## src/rtl/cps_pkg.sv

```systemverilog
package cps_pkg;

  // clock and counter width
  localparam longint unsigned CLK_HZ = 64'd100_000_000;
  localparam int              TW     = 48;

  // times as printed, then cycle counts (least times round up)
  localparam longint unsigned T_BIAS_MS   = 64'd220;
  localparam longint unsigned T_RETRY_MS  = 64'd2000;
  localparam longint unsigned T_BOOST_MS  = 64'd30;
  localparam longint unsigned T_SAFETY_H  = 64'd10;
  localparam longint unsigned T_KA1_S     = 64'd40;
  localparam longint unsigned T_KA2_S     = 64'd80;
  localparam longint unsigned T_KA3_S     = 64'd160;
  localparam logic [TW-1:0] BIAS_CYC   = TW'((T_BIAS_MS * CLK_HZ + 64'd999) / 64'd1000);
  localparam logic [TW-1:0] RETRY_CYC  = TW'((T_RETRY_MS * CLK_HZ + 64'd999) / 64'd1000);
  localparam logic [TW-1:0] BOOST_CYC  = TW'((T_BOOST_MS * CLK_HZ + 64'd999) / 64'd1000);
  localparam logic [TW-1:0] SAFETY_CYC = TW'(T_SAFETY_H * 64'd3600 * CLK_HZ);
  localparam logic [TW-1:0] KA1_CYC    = TW'(T_KA1_S * CLK_HZ);
  localparam logic [TW-1:0] KA2_CYC    = TW'(T_KA2_S * CLK_HZ);
  localparam logic [TW-1:0] KA3_CYC    = TW'(T_KA3_S * CLK_HZ);
  localparam logic [3:0]    BOOST_PFM_CYC = 4'hf;

  // limit codes: current in 100 mA steps, voltage in 100 mV steps
  localparam logic [5:0] ICL_RST   = 6'h05;
  localparam logic [5:0] ICL_USB   = 6'h05;
  localparam logic [5:0] ICL_ADAPT = 6'h18;
  localparam logic [5:0] ICL_SOFT  = 6'h02;
  localparam logic [5:0] VIL_RST   = 6'h2d;
  localparam logic [5:0] TRK_OFF1  = 6'h02;
  localparam logic [5:0] TRK_OFF2  = 6'h03;
  localparam logic [5:0] TRK_OFF3  = 6'h04;

  // source-type codes
  localparam logic [2:0] SRC_NONE  = 3'h0;
  localparam logic [2:0] SRC_USB   = 3'h1;
  localparam logic [2:0] SRC_ADAPT = 3'h3;
  localparam logic [2:0] SRC_BOOST = 3'h7;

  typedef enum logic [3:0] {
    SQ_HIZ, SQ_BIAS, SQ_QUAL, SQ_RETRY, SQ_DETECT, SQ_VLIM, SQ_RUN,
    SQ_BWAIT, SQ_BPFM, SQ_BRUN
  } cps_seq_t;

  // comparator and pin levels from the analog side
  typedef struct packed {
    logic inputPresent;
    logic notSleep;
    logic overVoltage;
    logic minVoltOk;
    logic busUvloOk;
    logic batUvloOk;
    logic batDeplOk;
    logic batOcp;
    logic select;
    logic sysAbove;
    logic lightLoad;
    logic batBelowMin;
    logic batAboveBoost;
    logic thermOk;
  } cps_pins_t;

  // host-written configuration
  typedef struct packed {
    logic       chargeEnable;
    logic       boostEnable;
    logic       boostCurrentSelect;
    logic       lightLoadModeDisable;
    logic [1:0] limitTrackingOffset;
    logic [1:0] timeoutPeriod;
    logic       batterySwitchResetEn;
    logic       batterySwitchDelay;
  } cps_cfg_t;

  localparam cps_cfg_t CFG_RST = '{chargeEnable: 1'b1, boostEnable: 1'b0,
    boostCurrentSelect: 1'b0, lightLoadModeDisable: 1'b0, limitTrackingOffset: 2'h0,
    timeoutPeriod: 2'h1, batterySwitchResetEn: 1'b1, batterySwitchDelay: 1'b0};

  // status seen by the host and the power stage
  typedef struct packed {
    logic       biasRegulatorOn;
    logic       highImpedanceState;
    logic       qualLoadOn;
    logic       batterySwitchOn;
    logic       batterySwitchOffFlag;
    logic       inputGoodFlag;
    logic       powerGoodFlag;
    logic [2:0] sourceTypeField;
    logic       intPulse;
    logic       converterOn;
    logic       chargeActive;
    logic       pfmMode;
    logic       boostOn;
    logic       boostCurrentSelect;
    logic       hostTimeoutFlag;
    logic       i2cReady;
    logic [5:0] inputCurrentLimit;
    logic [5:0] effCurrentLimit;
    logic [5:0] inputVoltageLimit;
    logic [5:0] effVoltageLimit;
  } cps_stat_t;

endpackage

```

## src/rtl/cps_timer.sv

```systemverilog
`timescale 1ns/10ps
module cps_timer
  import cps_pkg::*;
#(
  parameter int W = TW
) (
  input  wire logic         clock,
  input  wire logic         nrst,
  input  wire logic         clockEn,
  input  wire logic         start,
  input  wire logic         stop,
  input  wire logic [W-1:0] period,
  output logic              running,
  output logic              done
);

  typedef struct packed {
    logic [W-1:0] cnt;
    logic         run;
    logic         done;
  } cps_tmr_t;

  cps_tmr_t r;
  cps_tmr_t next_r;

  // stop beats start; done pulses one edge after the last count
  always_comb begin
    next_r = r;
    next_r.done = 1'b0;
    if (stop) begin
      next_r.run = 1'b0;
    end else if (start) begin
      next_r.cnt = (period == '0) ? W'(1) : period;
      next_r.run = 1'b1;
    end else if (r.run) begin
      if (r.cnt <= W'(1)) begin
        next_r.run  = 1'b0;
        next_r.done = 1'b1;
      end else begin
        next_r.cnt = r.cnt - W'(1);
      end
    end
  end

  always_ff @(posedge clock) begin
    if (!nrst) begin
      r <= '0;
    end else if (clockEn) begin
      r <= next_r;
    end
  end

  assign running = r.run;
  assign done    = r.done;

endmodule

```

## src/rtl/cps_sequencer.sv

```systemverilog
// Contract
// - supply above undervoltage release enables host port and restores all defaults
// - battery alone above depletion closes battery switch, bias regulator off
// - discharge overcurrent opens switch, sets off flag until input returns or re-enable
// - input attach runs bias, qualify, detect, voltage limit, converter, in order
// - bias regulator needs input present, not asleep, and 220 ms elapsed; code also turns it on in boost (SQ_BPFM, SQ_BRUN)
// - qualification pass sets input-good flag and pulses host interrupt
// - failed qualification is retried every 2 seconds
// - detection end pulses interrupt, loads current limit, power-good, source type
// - host may overwrite current limit anytime; input capped at that value
// - select high gives 500 mA code 001; low gives 2.4 A code 011
// - default mode follows select pin live; host mode needs force-detect
// - voltage limit defaults 4.5 V; tracking takes max with battery plus offset
// - converter starts after limit set; switch opens when charging disabled or off flag set
// - system rail below 2.2 V caps current at min of 200 mA and limit
// - light load, low battery or charge off gives pulse mode unless disabled
// - boost starts on battery, sleep, enable bit, thermistor ok, after 30 ms
// - boost reports source type 111 and uses boost current select
// - boost starts in pulse mode then fixed frequency, held while battery good
// - reset starts in default mode; timeout flag high in default, low in host
// - default mode runs 10-hour charge timer; expiry stops charge, converter runs
// - keep-alive write enters host mode; host repeats it or sets period 00
// - keep-alive timeout reverts to default, resets registers except the kept ones
`timescale 1ns/10ps
module cps_sequencer
  import cps_pkg::*;
#(
  parameter logic [TW-1:0] BIAS_CYCLES   = BIAS_CYC,
  parameter logic [TW-1:0] RETRY_CYCLES  = RETRY_CYC,
  parameter logic [TW-1:0] BOOST_CYCLES  = BOOST_CYC,
  parameter logic [TW-1:0] SAFETY_CYCLES = SAFETY_CYC,
  parameter logic [TW-1:0] KA1_CYCLES    = KA1_CYC,
  parameter logic [TW-1:0] KA2_CYCLES    = KA2_CYC,
  parameter logic [TW-1:0] KA3_CYCLES    = KA3_CYC
) (
  input  wire logic       clock,
  input  wire logic       nrst,
  input  wire logic       clockEn,
  input  wire cps_pins_t  pins,
  input  wire logic [5:0] batteryVoltage,
  input  wire logic       cfgWr,
  input  wire cps_cfg_t   cfgData,
  input  wire logic       iclWr,
  input  wire logic [5:0] iclData,
  input  wire logic       vilWr,
  input  wire logic [5:0] vilData,
  input  wire logic       keepaliveBit,
  input  wire logic       forceDetectBit,
  input  wire logic       batterySwitchReEnable,
  output cps_stat_t       stat,
  output cps_cfg_t        cfg
);

  typedef struct packed {
    cps_pins_t  sync1;
    cps_pins_t  sync2;
    cps_pins_t  sync3;
    cps_pins_t  filt;
    cps_seq_t   seq;
    cps_cfg_t   cfg;
    logic [2:0] srcType;
    logic       hostMode;
    logic       safetyExpired;
    logic       selPrev;
    logic       inPrev;
    logic [3:0] pfmCnt;
    cps_stat_t  stat;
  } cps_state_t;

  cps_state_t      r;
  cps_state_t      next_r;
  logic            seqStart;
  logic            seqStop;
  logic [TW-1:0]   seqPeriod;
  logic            seqDone;
  logic            kaStart;
  logic            kaStop;
  logic            kaDone;
  logic            sfStart;
  logic            sfStop;
  logic            sfDone;
  logic            sfRunning;
  logic            inputOk;
  logic            qualPass;
  logic            boostOk;
  logic            supplyUp;
  logic            chargeCond;

  // pin level to limit and source code
  function automatic logic [5:0] selLimit(input logic sel);
    return sel ? ICL_USB : ICL_ADAPT;
  endfunction

  function automatic logic [2:0] selType(input logic sel);
    return sel ? SRC_USB : SRC_ADAPT;
  endfunction

  function automatic logic [5:0] umin(input logic [5:0] a, input logic [5:0] b);
    return (a < b) ? a : b;
  endfunction

  function automatic logic [5:0] umax(input logic [5:0] a, input logic [5:0] b);
    return (a > b) ? a : b;
  endfunction

  // tracked limit; sum saturates rather than wrapping to a low limit
  function automatic logic [5:0] trackLimit(input logic [5:0] vil, input logic [5:0] bat,
                                             input logic [1:0] sel);
    logic [6:0] sum;
    sum = 7'h00;
    case (sel)
      2'h1:    sum = {1'b0, bat} + {1'b0, TRK_OFF1};
      2'h2:    sum = {1'b0, bat} + {1'b0, TRK_OFF2};
      2'h3:    sum = {1'b0, bat} + {1'b0, TRK_OFF3};
      default: sum = {1'b0, vil};
    endcase
    return umax(vil, sum[6] ? 6'h3f : sum[5:0]);
  endfunction

  function automatic logic [TW-1:0] kaPeriod(input logic [1:0] sel);
    case (sel)
      2'h1:    return KA1_CYCLES;
      2'h2:    return KA2_CYCLES;
      default: return KA3_CYCLES;
    endcase
  endfunction

  // filtered comparator levels only; sync1 feeds nothing else
  assign supplyUp   = r.filt.busUvloOk | r.filt.batUvloOk;
  assign inputOk    = r.filt.inputPresent & r.filt.notSleep;
  assign qualPass   = ~r.filt.overVoltage & r.filt.minVoltOk;
  assign boostOk    = r.filt.batAboveBoost & ~r.filt.notSleep & r.cfg.boostEnable
                    & r.filt.thermOk;
  assign chargeCond = (r.seq == SQ_RUN) & ~r.hostMode & r.cfg.chargeEnable;

  // keep-alive timer, period chosen by the timeout field
  assign kaStart = keepaliveBit & supplyUp & (r.cfg.timeoutPeriod != 2'h0);
  assign kaStop  = ~supplyUp | (r.cfg.timeoutPeriod == 2'h0);

  // safety timer only while charging in default mode
  assign sfStart = chargeCond & ~sfRunning & ~r.safetyExpired;
  assign sfStop  = ~chargeCond;

  cps_timer #(.W(TW)) u_seqTimer (
    .clock   (clock),
    .nrst    (nrst),
    .clockEn (clockEn),
    .start   (seqStart),
    .stop    (seqStop),
    .period  (seqPeriod),
    .running (),
    .done    (seqDone)
  );

  cps_timer #(.W(TW)) u_kaTimer (
    .clock   (clock),
    .nrst    (nrst),
    .clockEn (clockEn),
    .start   (kaStart),
    .stop    (kaStop),
    .period  (kaPeriod(r.cfg.timeoutPeriod)),
    .running (),
    .done    (kaDone)
  );

  cps_timer #(.W(TW)) u_safetyTimer (
    .clock   (clock),
    .nrst    (nrst),
    .clockEn (clockEn),
    .start   (sfStart),
    .stop    (sfStop),
    .period  (SAFETY_CYCLES),
    .running (sfRunning),
    .done    (sfDone)
  );

  // all next-state logic
  always_comb begin
    next_r    = r;
    seqStart  = 1'b0;
    seqStop   = 1'b0;
    seqPeriod = BIAS_CYCLES;
    next_r.sync1 = pins;
    next_r.sync2 = r.sync1;
    next_r.sync3 = r.sync2;
    // a bit moves only once the last two stages agree
    next_r.filt  = cps_pins_t'((r.sync2 & r.sync3) | (r.filt & (r.sync2 ^ r.sync3)));
    next_r.selPrev = r.filt.select;
    next_r.inPrev  = r.filt.inputPresent;
    next_r.stat.intPulse = 1'b0;

    // start-up sequence
    case (r.seq)
      SQ_HIZ: begin
        if (inputOk) begin
          seqStart   = 1'b1;
          seqPeriod  = BIAS_CYCLES;
          next_r.seq = SQ_BIAS;
        end else if (boostOk) begin
          seqStart   = 1'b1;
          seqPeriod  = BOOST_CYCLES;
          next_r.seq = SQ_BWAIT;
        end
      end
      SQ_BIAS: begin
        if (seqDone) begin
          next_r.seq = SQ_QUAL;
        end
      end
      SQ_QUAL: begin
        if (qualPass) begin
          next_r.stat.inputGoodFlag = 1'b1;
          next_r.stat.intPulse      = 1'b1;
          next_r.seq                = SQ_DETECT;
        end else begin
          seqStart   = 1'b1;
          seqPeriod  = RETRY_CYCLES;
          next_r.seq = SQ_RETRY;
        end
      end
      SQ_RETRY: begin
        if (seqDone) begin
          next_r.seq = SQ_QUAL;
        end
      end
      SQ_DETECT: begin
        next_r.stat.inputCurrentLimit = selLimit(r.filt.select);
        next_r.srcType                = selType(r.filt.select);
        next_r.stat.powerGoodFlag     = 1'b1;
        next_r.stat.intPulse          = 1'b1;
        next_r.seq                    = SQ_VLIM;
      end
      SQ_VLIM: begin
        next_r.seq = SQ_RUN;
      end
      SQ_RUN: begin
        // default mode tracks pin changes; host mode waits for force-detect
        if ((!r.hostMode && (r.filt.select != r.selPrev)) ||
            (r.hostMode && forceDetectBit)) begin
          next_r.stat.inputCurrentLimit = selLimit(r.filt.select);
          next_r.srcType                = selType(r.filt.select);
        end
      end
      SQ_BWAIT: begin
        if (!boostOk) begin
          seqStop    = 1'b1;
          next_r.seq = SQ_HIZ;
        end else if (seqDone) begin
          next_r.pfmCnt = 4'h0;
          next_r.seq    = SQ_BPFM;
        end
      end
      SQ_BPFM: begin
        next_r.pfmCnt = r.pfmCnt + 4'h1;
        if (!boostOk) begin
          next_r.seq = SQ_HIZ;
        end else if (r.pfmCnt == BOOST_PFM_CYC) begin
          next_r.seq = SQ_BRUN;
        end
      end
      SQ_BRUN: begin
        if (!boostOk) begin
          next_r.seq = SQ_HIZ;
        end
      end
      default: begin
        next_r.seq = SQ_HIZ;
      end
    endcase

    // losing the input on the buck path drops straight back to idle
    if (!inputOk && (r.seq inside {SQ_BIAS, SQ_QUAL, SQ_RETRY, SQ_DETECT, SQ_VLIM,
                                   SQ_RUN})) begin
      seqStop                   = 1'b1;
      next_r.seq                = SQ_HIZ;
      next_r.stat.inputGoodFlag = 1'b0;
      next_r.stat.powerGoodFlag = 1'b0;
      next_r.srcType            = SRC_NONE;
    end

    // charge timer expiry holds until the run ends
    next_r.safetyExpired = sfDone | (r.safetyExpired & (next_r.seq == SQ_RUN));

    // keep-alive: write wins over a timeout in the same cycle
    if (keepaliveBit && supplyUp) begin
      next_r.hostMode = 1'b1;
    end else if (kaDone) begin
      next_r.hostMode = 1'b0;
      next_r.cfg      = CFG_RST;
      next_r.cfg.batterySwitchResetEn = r.cfg.batterySwitchResetEn;
      next_r.cfg.batterySwitchDelay   = r.cfg.batterySwitchDelay;
    end
    if (cfgWr) begin
      next_r.cfg = cfgData;
    end
    if (iclWr) begin
      next_r.stat.inputCurrentLimit = iclData;
    end
    if (vilWr) begin
      next_r.stat.inputVoltageLimit = vilData;
    end

    // overcurrent set beats a re-enable or input-return clear in the same cycle
    next_r.stat.batterySwitchOffFlag = r.filt.batOcp |
      (r.stat.batterySwitchOffFlag & ~batterySwitchReEnable &
       ~(r.filt.inputPresent & ~r.inPrev));

    // no supply: config, host mode, both limits and off flag held at default
    if (!supplyUp) begin
      next_r.cfg                       = CFG_RST;
      next_r.hostMode                  = 1'b0;
      next_r.stat.inputCurrentLimit    = ICL_RST;
      next_r.stat.inputVoltageLimit    = VIL_RST;
      next_r.stat.batterySwitchOffFlag = 1'b0;
    end

    // outputs derived from the next state so they leave flops directly
    next_r.stat.i2cReady           = supplyUp;
    next_r.stat.hostTimeoutFlag    = ~next_r.hostMode;
    next_r.stat.biasRegulatorOn    = !(next_r.seq inside {SQ_HIZ, SQ_BIAS, SQ_BWAIT});
    next_r.stat.highImpedanceState = !next_r.stat.biasRegulatorOn;
    next_r.stat.qualLoadOn         = (next_r.seq == SQ_QUAL);
    next_r.stat.converterOn        = (next_r.seq == SQ_RUN);
    next_r.stat.boostOn            = next_r.seq inside {SQ_BPFM, SQ_BRUN};
    next_r.stat.boostCurrentSelect = next_r.cfg.boostCurrentSelect;
    next_r.stat.sourceTypeField    = next_r.stat.boostOn ? SRC_BOOST : next_r.srcType;
    next_r.stat.chargeActive       = next_r.stat.converterOn & next_r.cfg.chargeEnable &
                                     ~next_r.safetyExpired &
                                     ~next_r.stat.batterySwitchOffFlag;
    if (next_r.stat.batterySwitchOffFlag) begin
      next_r.stat.batterySwitchOn = 1'b0;
    end else if (next_r.stat.converterOn) begin
      next_r.stat.batterySwitchOn = next_r.cfg.chargeEnable;
    end else if (next_r.stat.boostOn) begin
      next_r.stat.batterySwitchOn = 1'b1;
    end else begin
      next_r.stat.batterySwitchOn = r.filt.batDeplOk;
    end
    if (next_r.seq == SQ_BPFM) begin
      next_r.stat.pfmMode = ~next_r.cfg.lightLoadModeDisable;
    end else if (next_r.seq == SQ_RUN) begin
      next_r.stat.pfmMode = ~next_r.cfg.lightLoadModeDisable &
        (r.filt.lightLoad | r.filt.batBelowMin | ~next_r.cfg.chargeEnable);
    end else begin
      next_r.stat.pfmMode = 1'b0;
    end
    next_r.stat.effCurrentLimit = r.filt.sysAbove ? next_r.stat.inputCurrentLimit :
      umin(next_r.stat.inputCurrentLimit, ICL_SOFT);
    next_r.stat.effVoltageLimit = trackLimit(next_r.stat.inputVoltageLimit, batteryVoltage,
                                             next_r.cfg.limitTrackingOffset);
  end

  always_ff @(posedge clock) begin
    if (!nrst) begin
      r <= '0;
    end else if (clockEn) begin
      r <= next_r;
    end
  end

  assign stat = r.stat;
  assign cfg  = r.cfg;
endmodule

```

## config.mk

```make
export PLATFORM = sky130hd
export DESIGN_NAME = cps_sequencer
export DESIGN_NICKNAME = d
export VERILOG_FILES = /design/src/rtl/cps_pkg.sv /design/src/rtl/cps_timer.sv /design/src/rtl/cps_sequencer.sv
export SDC_FILE = /design/constraint.sdc
export NUM_CORES = 1
export LEC_CHECK = 0
export BUFFER_PORTS_ARGS = -buffer_cell sky130_fd_sc_hd__buf_2
export CAP_MARGIN = 10
export CORE_MARGIN = 4
export CORE_UTILIZATION = 50
export DETAILED_ROUTE_END_ITERATION = 16
export GPL_TIMING_DRIVEN = 0
export PLACE_DENSITY = 0.66
export SLEW_MARGIN = 20
export SYNTH_ARGS = -nofsm -noshare
export SYNTH_HDL_FRONTEND = slang
export SYNTH_SLANG_ARGS = --single-unit
```

## constraint.sdc

```tcl
create_clock -name clock -period 9.8 [get_ports clock]
set_input_delay 2.94 -clock clock [delete_from_list [all_inputs] [get_ports clock]]
set_output_delay 2.94 -clock clock [all_outputs]
set_load 0.02 [all_outputs]
```

==> impl_metrics.yaml, run 1 <==
logic_synthesis:
  synth_flop_cell: "dfxtp_1"
  postSynthAreaPerCell_sq_um: 8.12
  synthTopCellsByArea: "dfxtp_1, a21oi_1, nor2_1, mux2i_1, nand2_1"
  synth.distinct_cells: 90
  syn_inst: 1825
  netlist_area_sq_um: 14800
  yosysTopAreaCell: "dfxtp_1"
  synth_fp_nets: 1912
  ys_seq_area_frac: 0.367
  synth_common_cells: "dfxtp_1, nor2_1, a21oi_1"
  ys_ff_latch: 272
  yosys_warnings: 0
  yosysMostFrequentCell: "dfxtp_1"
  synth_top_area_share: 0.367
  async_flop_share: 0
  synth_edf_count: 0
final_layout:
  syn_to_final_growth_pct: 13.6
  drive_gt1_frac: 0.141
  antennaDiodeCount: 0
  nets: 2042
  nFillCells: 2716
die:
  die_h_microns: 180
  die_x_microns: 180
  ioPinCount: 103
  core_sq_um: 28900
  rows: 62
  die-area_sq_um: 32500
  initial_core_util: 0.512
timing:
  slew_violations: 0
  fin_setup_tns_ns: 0
  clock-skew-final_ns: 0.0118
  fmax_mhz: 152
  holdWs_ns: 0.439
  period_share: 0.671
  relSlewSlack: 0.226
  fin_crit_ns: 6.58
  rsz0062_at_grt: "no"
  hold_viol_final: 0
  tightest_slew_ns: 1.16
  setup_viol: 0
clock_tree:
  cts.clk_slew.worst_paths_ns: 0.06
  clockBufferDepth: 3
  postCtsResizedCells: 0
  tritoncts: "built"
  cts_setup_buffers: 0
  clock_sinks: 272
  clkLatencyLatePin_ns: 0.57
  h-tree-depth: 1
  postCtsHoldBufs: 0
  cts_made_buffers: 30
  root_buffer: "clkbuf_16"
setup_path:
  startpoint_type: "primary input"
  end_kind: "flop"
  cp_max_fo: 10
  path_delay_family: "compound AO/OA/AOI/OAI gates"
  worst_ep_required_time_ns: 10.27
  cp.buffers_inverters: 2
  cp.arrival_ns: 7.05
  worstPathCellList: "clkbuf_1 -> o21ba_2 -> clkbuf_1 -> a32oi_1 -> o22ai_1 -> and2_1 -> a311oi_1 -> ha_1 -> nand3_1 -> o21bai_1 -> o31ai_1 -> nand3_1 -> o221ai_1"
  worstSetupPathType: "in -> reg"
  slowest_stage: "a32oi_1"
  slowest_delay_ns: 0.77
pwr:
  peakVddDrop_v: 0.000151
  seq_power_share: 0.447
  internal-power_uw: 1900
  switchingPower_uw: 634
  p_leak_uw: 0.00679
  clkPwrFrac: 0.473
  p_comb_frac: 0.080
  switching_share: 0.250
  p_per_area_nw_per_um2: 151
global_routing:
  grt_usage: 0.291
  grt_pass1_wl_microns: 78200
  grt_antenna_before_repair: 1
  grt_max_degree: 15
  grt_pass1_vias: 14100
  overflow: 0
drt:
  drt-total-wl_microns: 49600
  routedWlPerCell_microns: 21.0
  top_layer_used: "met5"
  wl_met3_microns: 4180
  wl_met1_microns: 22000
  first_iter_violations: 1515
  vias: 14900
  routed-wl-met2_microns: 21700
  drt-pass1-iter-count: 5
  drc: 0
  drtAntennaViolNets: 0
  routed_via_density: 6.31
placed_design:
  portBuffers: 98
  gp_congestion: 0.944
  dp_hpwl_microns: 35200
outcome:
  status: "complete, no violations"
flow_run:
  timing.max_cap.violations: 0
hold_path:
  hp-class: "reg -> reg"
==> cell type report <==
class                   count  area (sq um)  area share
repair buffers             98           490      0.0291
clock inverters            13           175      0.0104
plain buffers             165           865      0.0513
well taps                 384           480      0.0285
multi-input cells        1351          8380       0.497
flip-flops and latches    272          5450       0.323
inverters                  37           139     0.00825
clock buffers              42           867      0.0515
==> routing by layer <==
| metal | vias up | global-route usage |
|---|---|---|
| li1 | 7047 | - |
| met1 | 7073 | 0.413 |
| met2 | 675 | 0.455 |
| met3 | 119 | 0.0448 |
| met4 | 2 | 0.0965 |
| met5 | - | 0 |
==> cells in the final DEF, fill, tap and decap left out, types with 36 or more instances in the layout <==
master and count:
a21oi_1 180, buf_2 117, buf_4 53, clkbuf_1 92, dfxtp_1 272, ha_1 36, inv_1 36, mux2i_1 59
nand2_1 146, nand3_1 54, nor2_1 184, nor3_1 48, o21ai_0 93, o31ai_1 55, or3_1 59, or4_1 59
==> power groups by stage <==
stage                     Sequential, uW  Combinational (uW)  Clock [uW]
final                               1130                 202        1200
after CTS                           1130                 197        1210
after global placement              1160                 195           0
after detailed placement            1160                 196           0
after floorplan                     1150                 120           0
after global routing                1130                 214        1250
==> per-stage QoR <==
step	std cells	util	instance area [sq um]	setup WS (ns)	power [uW]
6_report	2362	0.582	16800	3.22	2530
3_5_place_dp	2307	0.546	15800	2.68	1350
5_1_grt	2362	0.582	16800	2.79	2600
3_3_place_gp	2307	0.546	15800	2.72	1350
2_1_floorplan	1825	-	14800	3.68	1270
4_1_cts	2362	0.582	16800	3.25	2540
==> registers in the layout (all words and copies together) (netlist names) <==
| name | cells |
|---|---|
| u_seqTimer.r | 48 |
| r | 41 |
| cfg | 9 |
| u_seqTimer.running | 1 |
| u_kaTimer.done | 1 |
| u_seqTimer.done | 1 |
| u_safetyTimer.running | 1 |
| u_safetyTimer.done | 1 |
| u_kaTimer.running | 1 |
| next_r | 30 |
| u_safetyTimer.r | 48 |
| u_kaTimer.r | 48 |
| stat | 42 |
==> worst reg2reg max path: stages, from the launching register on <==
cell and delay [ns]:
dfxtp_1 0.41, o21ba_2 0.25, clkbuf_1 0.19, a32oi_1 0.77
o22ai_1 0.22, and2_1 0.25, a311oi_1 0.37, ha_1 0.32
nand3_1 0.11, o21bai_1 0.11, o31ai_1 0.70, nand3_1 0.24
o221ai_1 0.27
==> path summary, 6_finish.rpt <==
kind,to,slack [ns],cells past startpoint,start
max,stat[3],3.22,13,cfgWr
min,r[52],0.44,2,r[52]
max reg2reg,stat[3],5.50,12,r[75]
min reg2reg,r[52],0.44,2,r[52]
==> logic make-up (layout without fill, tap and decap cells) <==
| family | count (synthesis) | in the layout | share of synthesized area |
|---|---|---|---|
| adder cells (fa/ha/maj) | 36 | 36 | 0.0304 |
| flip-flops | 272 | 272 | 0.367 |
| buffers and inverters | 202 | 355 | 0.0677 |
| AND/OR/NAND/NOR | 713 | 713 | 0.253 |
| XOR/XNOR | 9 | 9 | 0.00532 |
| AO/OA/AOI/OAI | 532 | 532 | 0.234 |
| multiplexers | 61 | 61 | 0.0414 |
No activity file was read; power rests on OpenSTA's default activity.
==> run 2, diff against run 1 <==
--- a/config.mk
+++ b/config.mk
@@ -5,6 +5,7 @@
 export SDC_FILE = /design/constraint.sdc
 export NUM_CORES = 1
 export LEC_CHECK = 0
+export ABC_AREA = 1
 export BUFFER_PORTS_ARGS = -buffer_cell sky130_fd_sc_hd__buf_2
 export CAP_MARGIN = 10
 export CORE_MARGIN = 4
==> constraint.sdc (replaced) <==
create_clock -name clock -period 6.1 [get_ports clock]
set_input_delay 1.83 -clock clock [delete_from_list [all_inputs] [get_ports clock]]
set_output_delay 1.83 -clock clock [all_outputs]
set_load 0.02 [all_outputs]
==> run 2 against run 1 <==
Count of clock-buffer cells in the layout rose by 5. Die area up 7.1%. Highest routed layer is now met4. Sequential share of layout area down 1.9 points. First-iteration DRC count decreased by 10%. Critical path type unchanged. Synthesized area up 7.4%. Largest cell class unchanged. Largest power group is now sequential cells. Design area is 6.4% higher. Routed wire length up 2.3%.
==> impl_metrics.yaml, run 2 <==
pwr:
  p_comb_frac: 0.076
  seq_power_share: 0.464
  p_leak_uw: 0.00897
  p_per_area_nw_per_um2: 222
  peakVddDrop_v: 0.000236
  internal-power_uw: 2980
  switchingPower_uw: 993
  switching_share: 0.250
  clkPwrFrac: 0.460
clock_tree:
  postCtsHoldBufs: 0
  tritoncts: "built"
  postCtsResizedCells: 0
  clkLatencyLatePin_ns: 0.58
  root_buffer: "clkbuf_16"
  clock_sinks: 272
  cts.clk_slew.worst_paths_ns: 0.06
  cts_made_buffers: 30
  h-tree-depth: 1
  cts_setup_buffers: 0
  clockBufferDepth: 3
global_routing:
  grt_pass1_vias: 15500
  grt_antenna_before_repair: 0
  grt_usage: 0.282
  grt_pass1_wl_microns: 81200
  overflow: 0
  grt_max_degree: 16
final_layout:
  multi_input_area_sq_um: 8790
  final_cell_mix: "nand2_1, nor2_1, dfxtp_1"
  final_cell_area_sq_um: 17900
  ff_latch_area_sq_um: 5450
  drive_gt1_frac: 0.113
  top_regs: "u_kaTimer.r x48, u_safetyTimer.r x48, u_seqTimer.r x48"
  antennaDiodeCount: 0
  final_common_cell: "nand2_1"
  finalNonFillerCells: 3019
  nFillCells: 3121
  syn_to_final_growth_pct: 12.5
  nets: 2680
timing:
  period_share: 0.741
  fin_crit_ns: 4.52
  clock-skew-final_ns: 0.0203
  rsz0062_at_grt: "no"
  setup_viol: 0
  fin_setup_tns_ns: 0
  holdWs_ns: 0.465
  fmax_mhz: 221
  hold_viol_final: 0
  tightest_slew_ns: 0.992
  slew_violations: 0
  relSlewSlack: 0.339
setup_path:
  end_kind: "flop"
  r2r_setup_slack_ns: 2.47
  startpoint: "cfgWr"
  slowest_delay_ns: 0.44
  path_delay_family: "simple AND/OR/NAND/NOR gates"
  r2r-start: "r[75]"
  cp.buffers_inverters: 3
  cp.arrival_ns: 5.02
  r2r-end: "stat[4]"
  cpMostUsedCell: "a21oi_1"
  cp-endpoint: "stat[4]"
  cp_max_fo: 10
  startpoint_type: "primary input"
  slowest_stage: "nor2_1"
  worstSetupPathType: "in -> reg"
  worstPathCellList: "buf_2 -> nor2_1 -> nand3_1 -> nand2_2 -> a21oi_1 -> nor2_4 -> nor2_1 -> and2_1 -> ha_1 -> a21oi_1 -> o21ai_0 -> a21oi_1 -> o21ai_0 -> nand2_1 -> clkbuf_1 -> o21ai_0 -> inv_1 -> nand2_1 -> a21oi_1"
  worst_ep_required_time_ns: 6.60
  reg2reg_depth: 19
  path_depth: 19
die:
  die-area_sq_um: 34800
  die_h_microns: 186
  core_sq_um: 31500
  rows: 65
  initial_core_util: 0.506
  die_x_microns: 186
  ioPinCount: 103
placed_design:
  dp_hpwl_microns: 38500
  gp_congestion: 0.965
  dp_cells: 2963
  placed_cell_area_sq_um: 16900
  portBuffers: 99
logic_synthesis:
  postSynthAreaPerCell_sq_um: 6.47
  yosys_warnings: 0
  synth_top_area_share: 0.342
  synth_xor_area_frac: 0.0413
  synth_top_family_by_area: "simple AND/OR/NAND/NOR gates"
  synth_edf_count: 0
  synth_flop_cell: "dfxtp_1"
  synth.area.mux_share: 0
  async_flop_share: 0
  yosysMostFrequentCell: "nand2_1"
  synthAdderAreaFrac: 0.0283
  yosysTopAreaCell: "dfxtp_1"
  syn_inst: 2462
  ys_ff_latch: 272
  ys_seq_area_frac: 0.342
  yosys.area_share.simple: 0.340
  synthTopCellsByArea: "dfxtp_1, nand2_1, nor2_1, a21oi_1, o21ai_0"
  synth_fp_nets: 2549
  netlist_area_sq_um: 15900
  synth.distinct_cells: 55
  synth_compound_area_frac: 0.142
  synth_common_cells: "nand2_1, nor2_1, dfxtp_1"
drt:
  drtAntennaViolNets: 0
  vias: 16400
  routedWlPerCell_microns: 16.8
  drt-total-wl_microns: 50800
  first_iter_violations: 1356
  drc: 0
  routed_via_density: 5.43
  drt-pass1-iter-count: 6
flow_run:
  timing.max_cap.violations: 0
hold_path:
  hp-class: "reg -> reg"
outcome:
  status: "complete, no violations"
-- run 2: changes by cell type after synthesis, sizes merged, moves of 25 or more --
cell and change:
a31oi -25, clkbuf -32, inv +198, mux2i -59
nand2 +389, nand3 +76, nor2 +301, nor4 -28
o21ai +86, o31ai -53, or3 -58, or4 -63
xor2 +49
-- run 2: how the worst min path moves through the flow --
stage / startpoint / depth (start not counted) / slack, ns / endpoint
global placement: u_kaTimer.r[8] / 2 / 0.45 / u_kaTimer.r[8]
finish: stat[3] / 2 / 0.47 / stat[3]
floorplan: stat[35] / 2 / 0.43 / stat[35]
detailed placement: stat[35] / 2 / 0.46 / stat[35]
global route: r[78] / 2 / 0.49 / r[78]
CTS: stat[3] / 2 / 0.47 / stat[3]
-- run 2: metrics by stage --
step | util | setup slack (ns) | total power [uW]
6_report | 0.569 | 1.58 | 3970
4_1_cts | 0.569 | 1.68 | 3990
5_1_grt | 0.569 | 1.32 | 4110
2_1_floorplan | - | 1.87 | 2060
3_3_place_gp | 0.538 | 1.05 | 2180
3_5_place_dp | 0.538 | 1.10 | 2180
-- run 2: cell type report --
class / count / area share
Buffer: 135 / 0.0443
Clock buffer: 47 / 0.0511
Clock inverter: 9 / 0.00454
Inverter: 237 / 0.0499
Multi-Input combinational cell: 1818 / 0.491
Sequential cell: 272 / 0.304
Tap cell: 402 / 0.0281
Timing Repair Buffer: 99 / 0.0277
-- run 2: worst min-delay path, delay by kind of cell (launching register included) --
family / cells / cell delay [ns]
AOI/OAI and AO/OA: 1 / 0.05
DFF: 1 / 0.31
and+or+nand+nor: 1 / 0.06
-- run 2: cells by family (layout without fill, tap and decap cells) --
family                     count (synthesis)  after routing
DFF                                      272            272
buffers and inverters                    372            527
adders and majority gates                 36             36
AOI/OAI and AO/OA                        425            425
xor gates and xnor gates                  75             75
and+or+nand+nor                         1282           1282
-- run 2: power groups by stage --
stage / Sequential [uW] / Clock, uW / Combinational, uW
after floorplan: 1870 / 0 / 192
after global placement: 1880 / 0 / 294
after detailed placement: 1880 / 0 / 296
after CTS: 1840 / 1850 / 298
after global routing: 1850 / 1930 / 331
final: 1840 / 1830 / 300
-- run 2: layer usage --
metal	global-route usage	wire length, microns	vias to the layer above
li1	-	-	8136
met3	0.0397	3530	113
met5	0	0	-
met2	0.461	22800	561
met1	0.382	22500	7575
met4	0.106	1910	0
==> run 3, diff against run 2 <==
--- a/config.mk
+++ b/config.mk
@@ -12,7 +12,7 @@
 export CORE_UTILIZATION = 50
 export DETAILED_ROUTE_END_ITERATION = 16
 export GPL_TIMING_DRIVEN = 0
-export PLACE_DENSITY = 0.66
+export PLACE_DENSITY = 0.68
 export SLEW_MARGIN = 20
 export SYNTH_ARGS = -nofsm -noshare
 export SYNTH_HDL_FRONTEND = slang
==> constraint.sdc (replaced) <==
create_clock -name clock -period 4.1 [get_ports clock]
set_input_delay 1.23 -clock clock [delete_from_list [all_inputs] [get_ports clock]]
set_output_delay 1.23 -clock clock [all_outputs]
set_load 0.02 [all_outputs]
==> run 3 against run 2 <==
Routed wire length is 3.5% higher. First-iteration DRC count grew 5.6%. Global-route usage is 0.99 points higher. Die area unchanged. Non-clock buffer count is the same. Critical path depth is 2 higher. Sequential cell count did not move. Clock power increased by 65%. Utilization up 0.43 points. Worst setup slack lost 1.3 ns. Critical endpoint unchanged. Largest cell class unchanged.
==> impl_metrics.yaml, run 3 (same netlist as run 2, synthesis figures left out) <==
final_layout:
  nets: 2684
  drive_gt1_frac: 0.115
  final_cell_mix: "nand2_1, nor2_1, dfxtp_1"
  ff_latch_area_sq_um: 5450
  syn_to_final_growth_pct: 13.4
  final_common_cell: "nand2_1"
  nFillCells: 3175
  antennaDiodeCount: 0
  top_regs: "u_kaTimer.r x48, u_safetyTimer.r x48, u_seqTimer.r x48"
  multi_input_area_sq_um: 8790
  post-route-util: 0.573
pwr:
  internal-power_uw: 4650
  clkPwrFrac: 0.486
  p_per_area_nw_per_um2: 344
  seq_power_share: 0.441
  p_comb_frac: 0.073
  p_leak_uw: 0.00903
  switchingPower_uw: 1560
  switching_share: 0.251
  peakVddDrop_v: 0.000478
die:
  die_h_microns: 186
  die-area_sq_um: 34800
  rows: 65
  initial_core_util: 0.506
  die_x_microns: 186
  core_sq_um: 31500
  ioPinCount: 103
drt:
  routedWlPerCell_microns: 17.4
  drtAntennaViolNets: 0
  first_iter_violations: 1432
  routed_via_density: 5.50
  drc: 0
  drt-total-wl_microns: 52500
  drt-pass1-iter-count: 5
  vias: 16600
clock_tree:
  clock_sinks: 272
  cts.clk_slew.worst_paths_ns: 0.06
  clkLatencyLatePin_ns: 0.53
  tritoncts: "built"
  cts_setup_buffers: 0
  postCtsResizedCells: 0
  root_buffer: "clkbuf_16"
  cts_made_buffers: 34
  postCtsHoldBufs: 0
  h-tree-depth: 2
  clockBufferDepth: 3
timing:
  setup_viol: 0
  clock-skew-final_ns: 0.0212
  hold_viol_final: 0
  fmax_mhz: 260
  rsz0062_at_grt: "no"
  fin_crit_ns: 3.85
  fin_ws_ns: 0.249
  tightest_slew_ns: 0.933
  slew_violations: 0
  relSlewSlack: 0.378
  period_share: 0.939
placed_design:
  portBuffers: 99
  gp_congestion: 0.948
  dp_hpwl_microns: 39900
  place_ws_ns: -0.497
setup_path:
  startpoint_type: "primary input"
  cp.arrival_ns: 4.23
  cp.buffers_inverters: 4
  slowest_delay_ns: 0.30
  path_delay_family: "simple AND/OR/NAND/NOR gates"
  worstPathCellList: "buf_2 -> nand2_1 -> nand2_1 -> nand3_1 -> nand2_2 -> inv_1 -> nand2_1 -> o21ai_0 -> nor2_1 -> and2_1 -> ha_1 -> nand2_1 -> o21ai_0 -> a21oi_1 -> o21ai_0 -> nand2_1 -> clkbuf_2 -> o21ai_0 -> inv_1 -> nand2_1 -> a21oi_1"
  end_kind: "flop"
  cp_max_fo: 10
  worstSetupPathType: "in -> reg"
  slowest_stage: "o21ai_0"
  cpMostUsedCell: "nand2_1"
  worst_ep_required_time_ns: 4.48
global_routing:
  grt_pass1_vias: 15500
  grt_pass1_wl_microns: 83300
  grt_max_degree: 13
  grt_antenna_before_repair: 0
  overflow: 0
  grt_usage: 0.292
hold_path:
  hp-class: "reg -> reg"
flow_run:
  timing.max_cap.violations: 0
outcome:
  status: "complete, no violations"
## run 3: power by group through the flow
stage                     Clock (uW)  Combinational [uW]  Sequential [uW]
after floorplan                    0                 286             2780
after global placement             0                 446             2800
after detailed placement           0                 449             2800
after CTS                       3040                 452             2740
after global routing            3190                 503             2750
final                           3020                 455             2740
## run 3: area by class of cell
cell class                 count  share of cell area
buffer                       135              0.0441
multi-input combinational   1818               0.487
inverter                     237              0.0495
clock buffer                  44              0.0514
clock inverter                14              0.0108
timing repair buffer          99              0.0275
sequential                   272               0.302
tap                          402              0.0279
## run 3: path summary, 6_finish.rpt
kind / startpoint / end / slack (ns) / depth (start not counted)
min: stat[35] / stat[35] / 0.46 / 2
min reg2reg: stat[35] / stat[35] / 0.46 / 2
max: keepaliveBit / stat[4] / 0.25 / 21
max reg2reg: r[75] / stat[4] / 0.38 / 20
## run 3: tightest hold or removal path: stages, from the launching register on
cell and delay, ns:
dfxtp_1 0.31, inv_1 0.05, a21oi_1 0.05
## run 3: per-stage QoR
stage	TNS (ns)	cell area, sq um	hold WS (ns)	power [uW]	instances
floorplan	0	15900	0.426	3070	2462
global placement	-2.48	16900	0.443	3240	2963
global route	0	18000	0.478	6440	3021
CTS	0	18000	0.463	6240	3021
detailed placement	-2.57	16900	0.445	3250	2963
finish	0	18000	0.459	6220	3021
## run 3: routing by layer
layer  routed length, microns  part of all wire  GRT usage  vias to the layer above
li1                         -                 -          -                     8179
met1                    23300              0.44      0.395                     7731
met2                    24100              0.46      0.484                      597
met3                     3280             0.062     0.0387                      103
met4                     1820             0.035     0.0984                        0
met5                        0                 0          0                        -
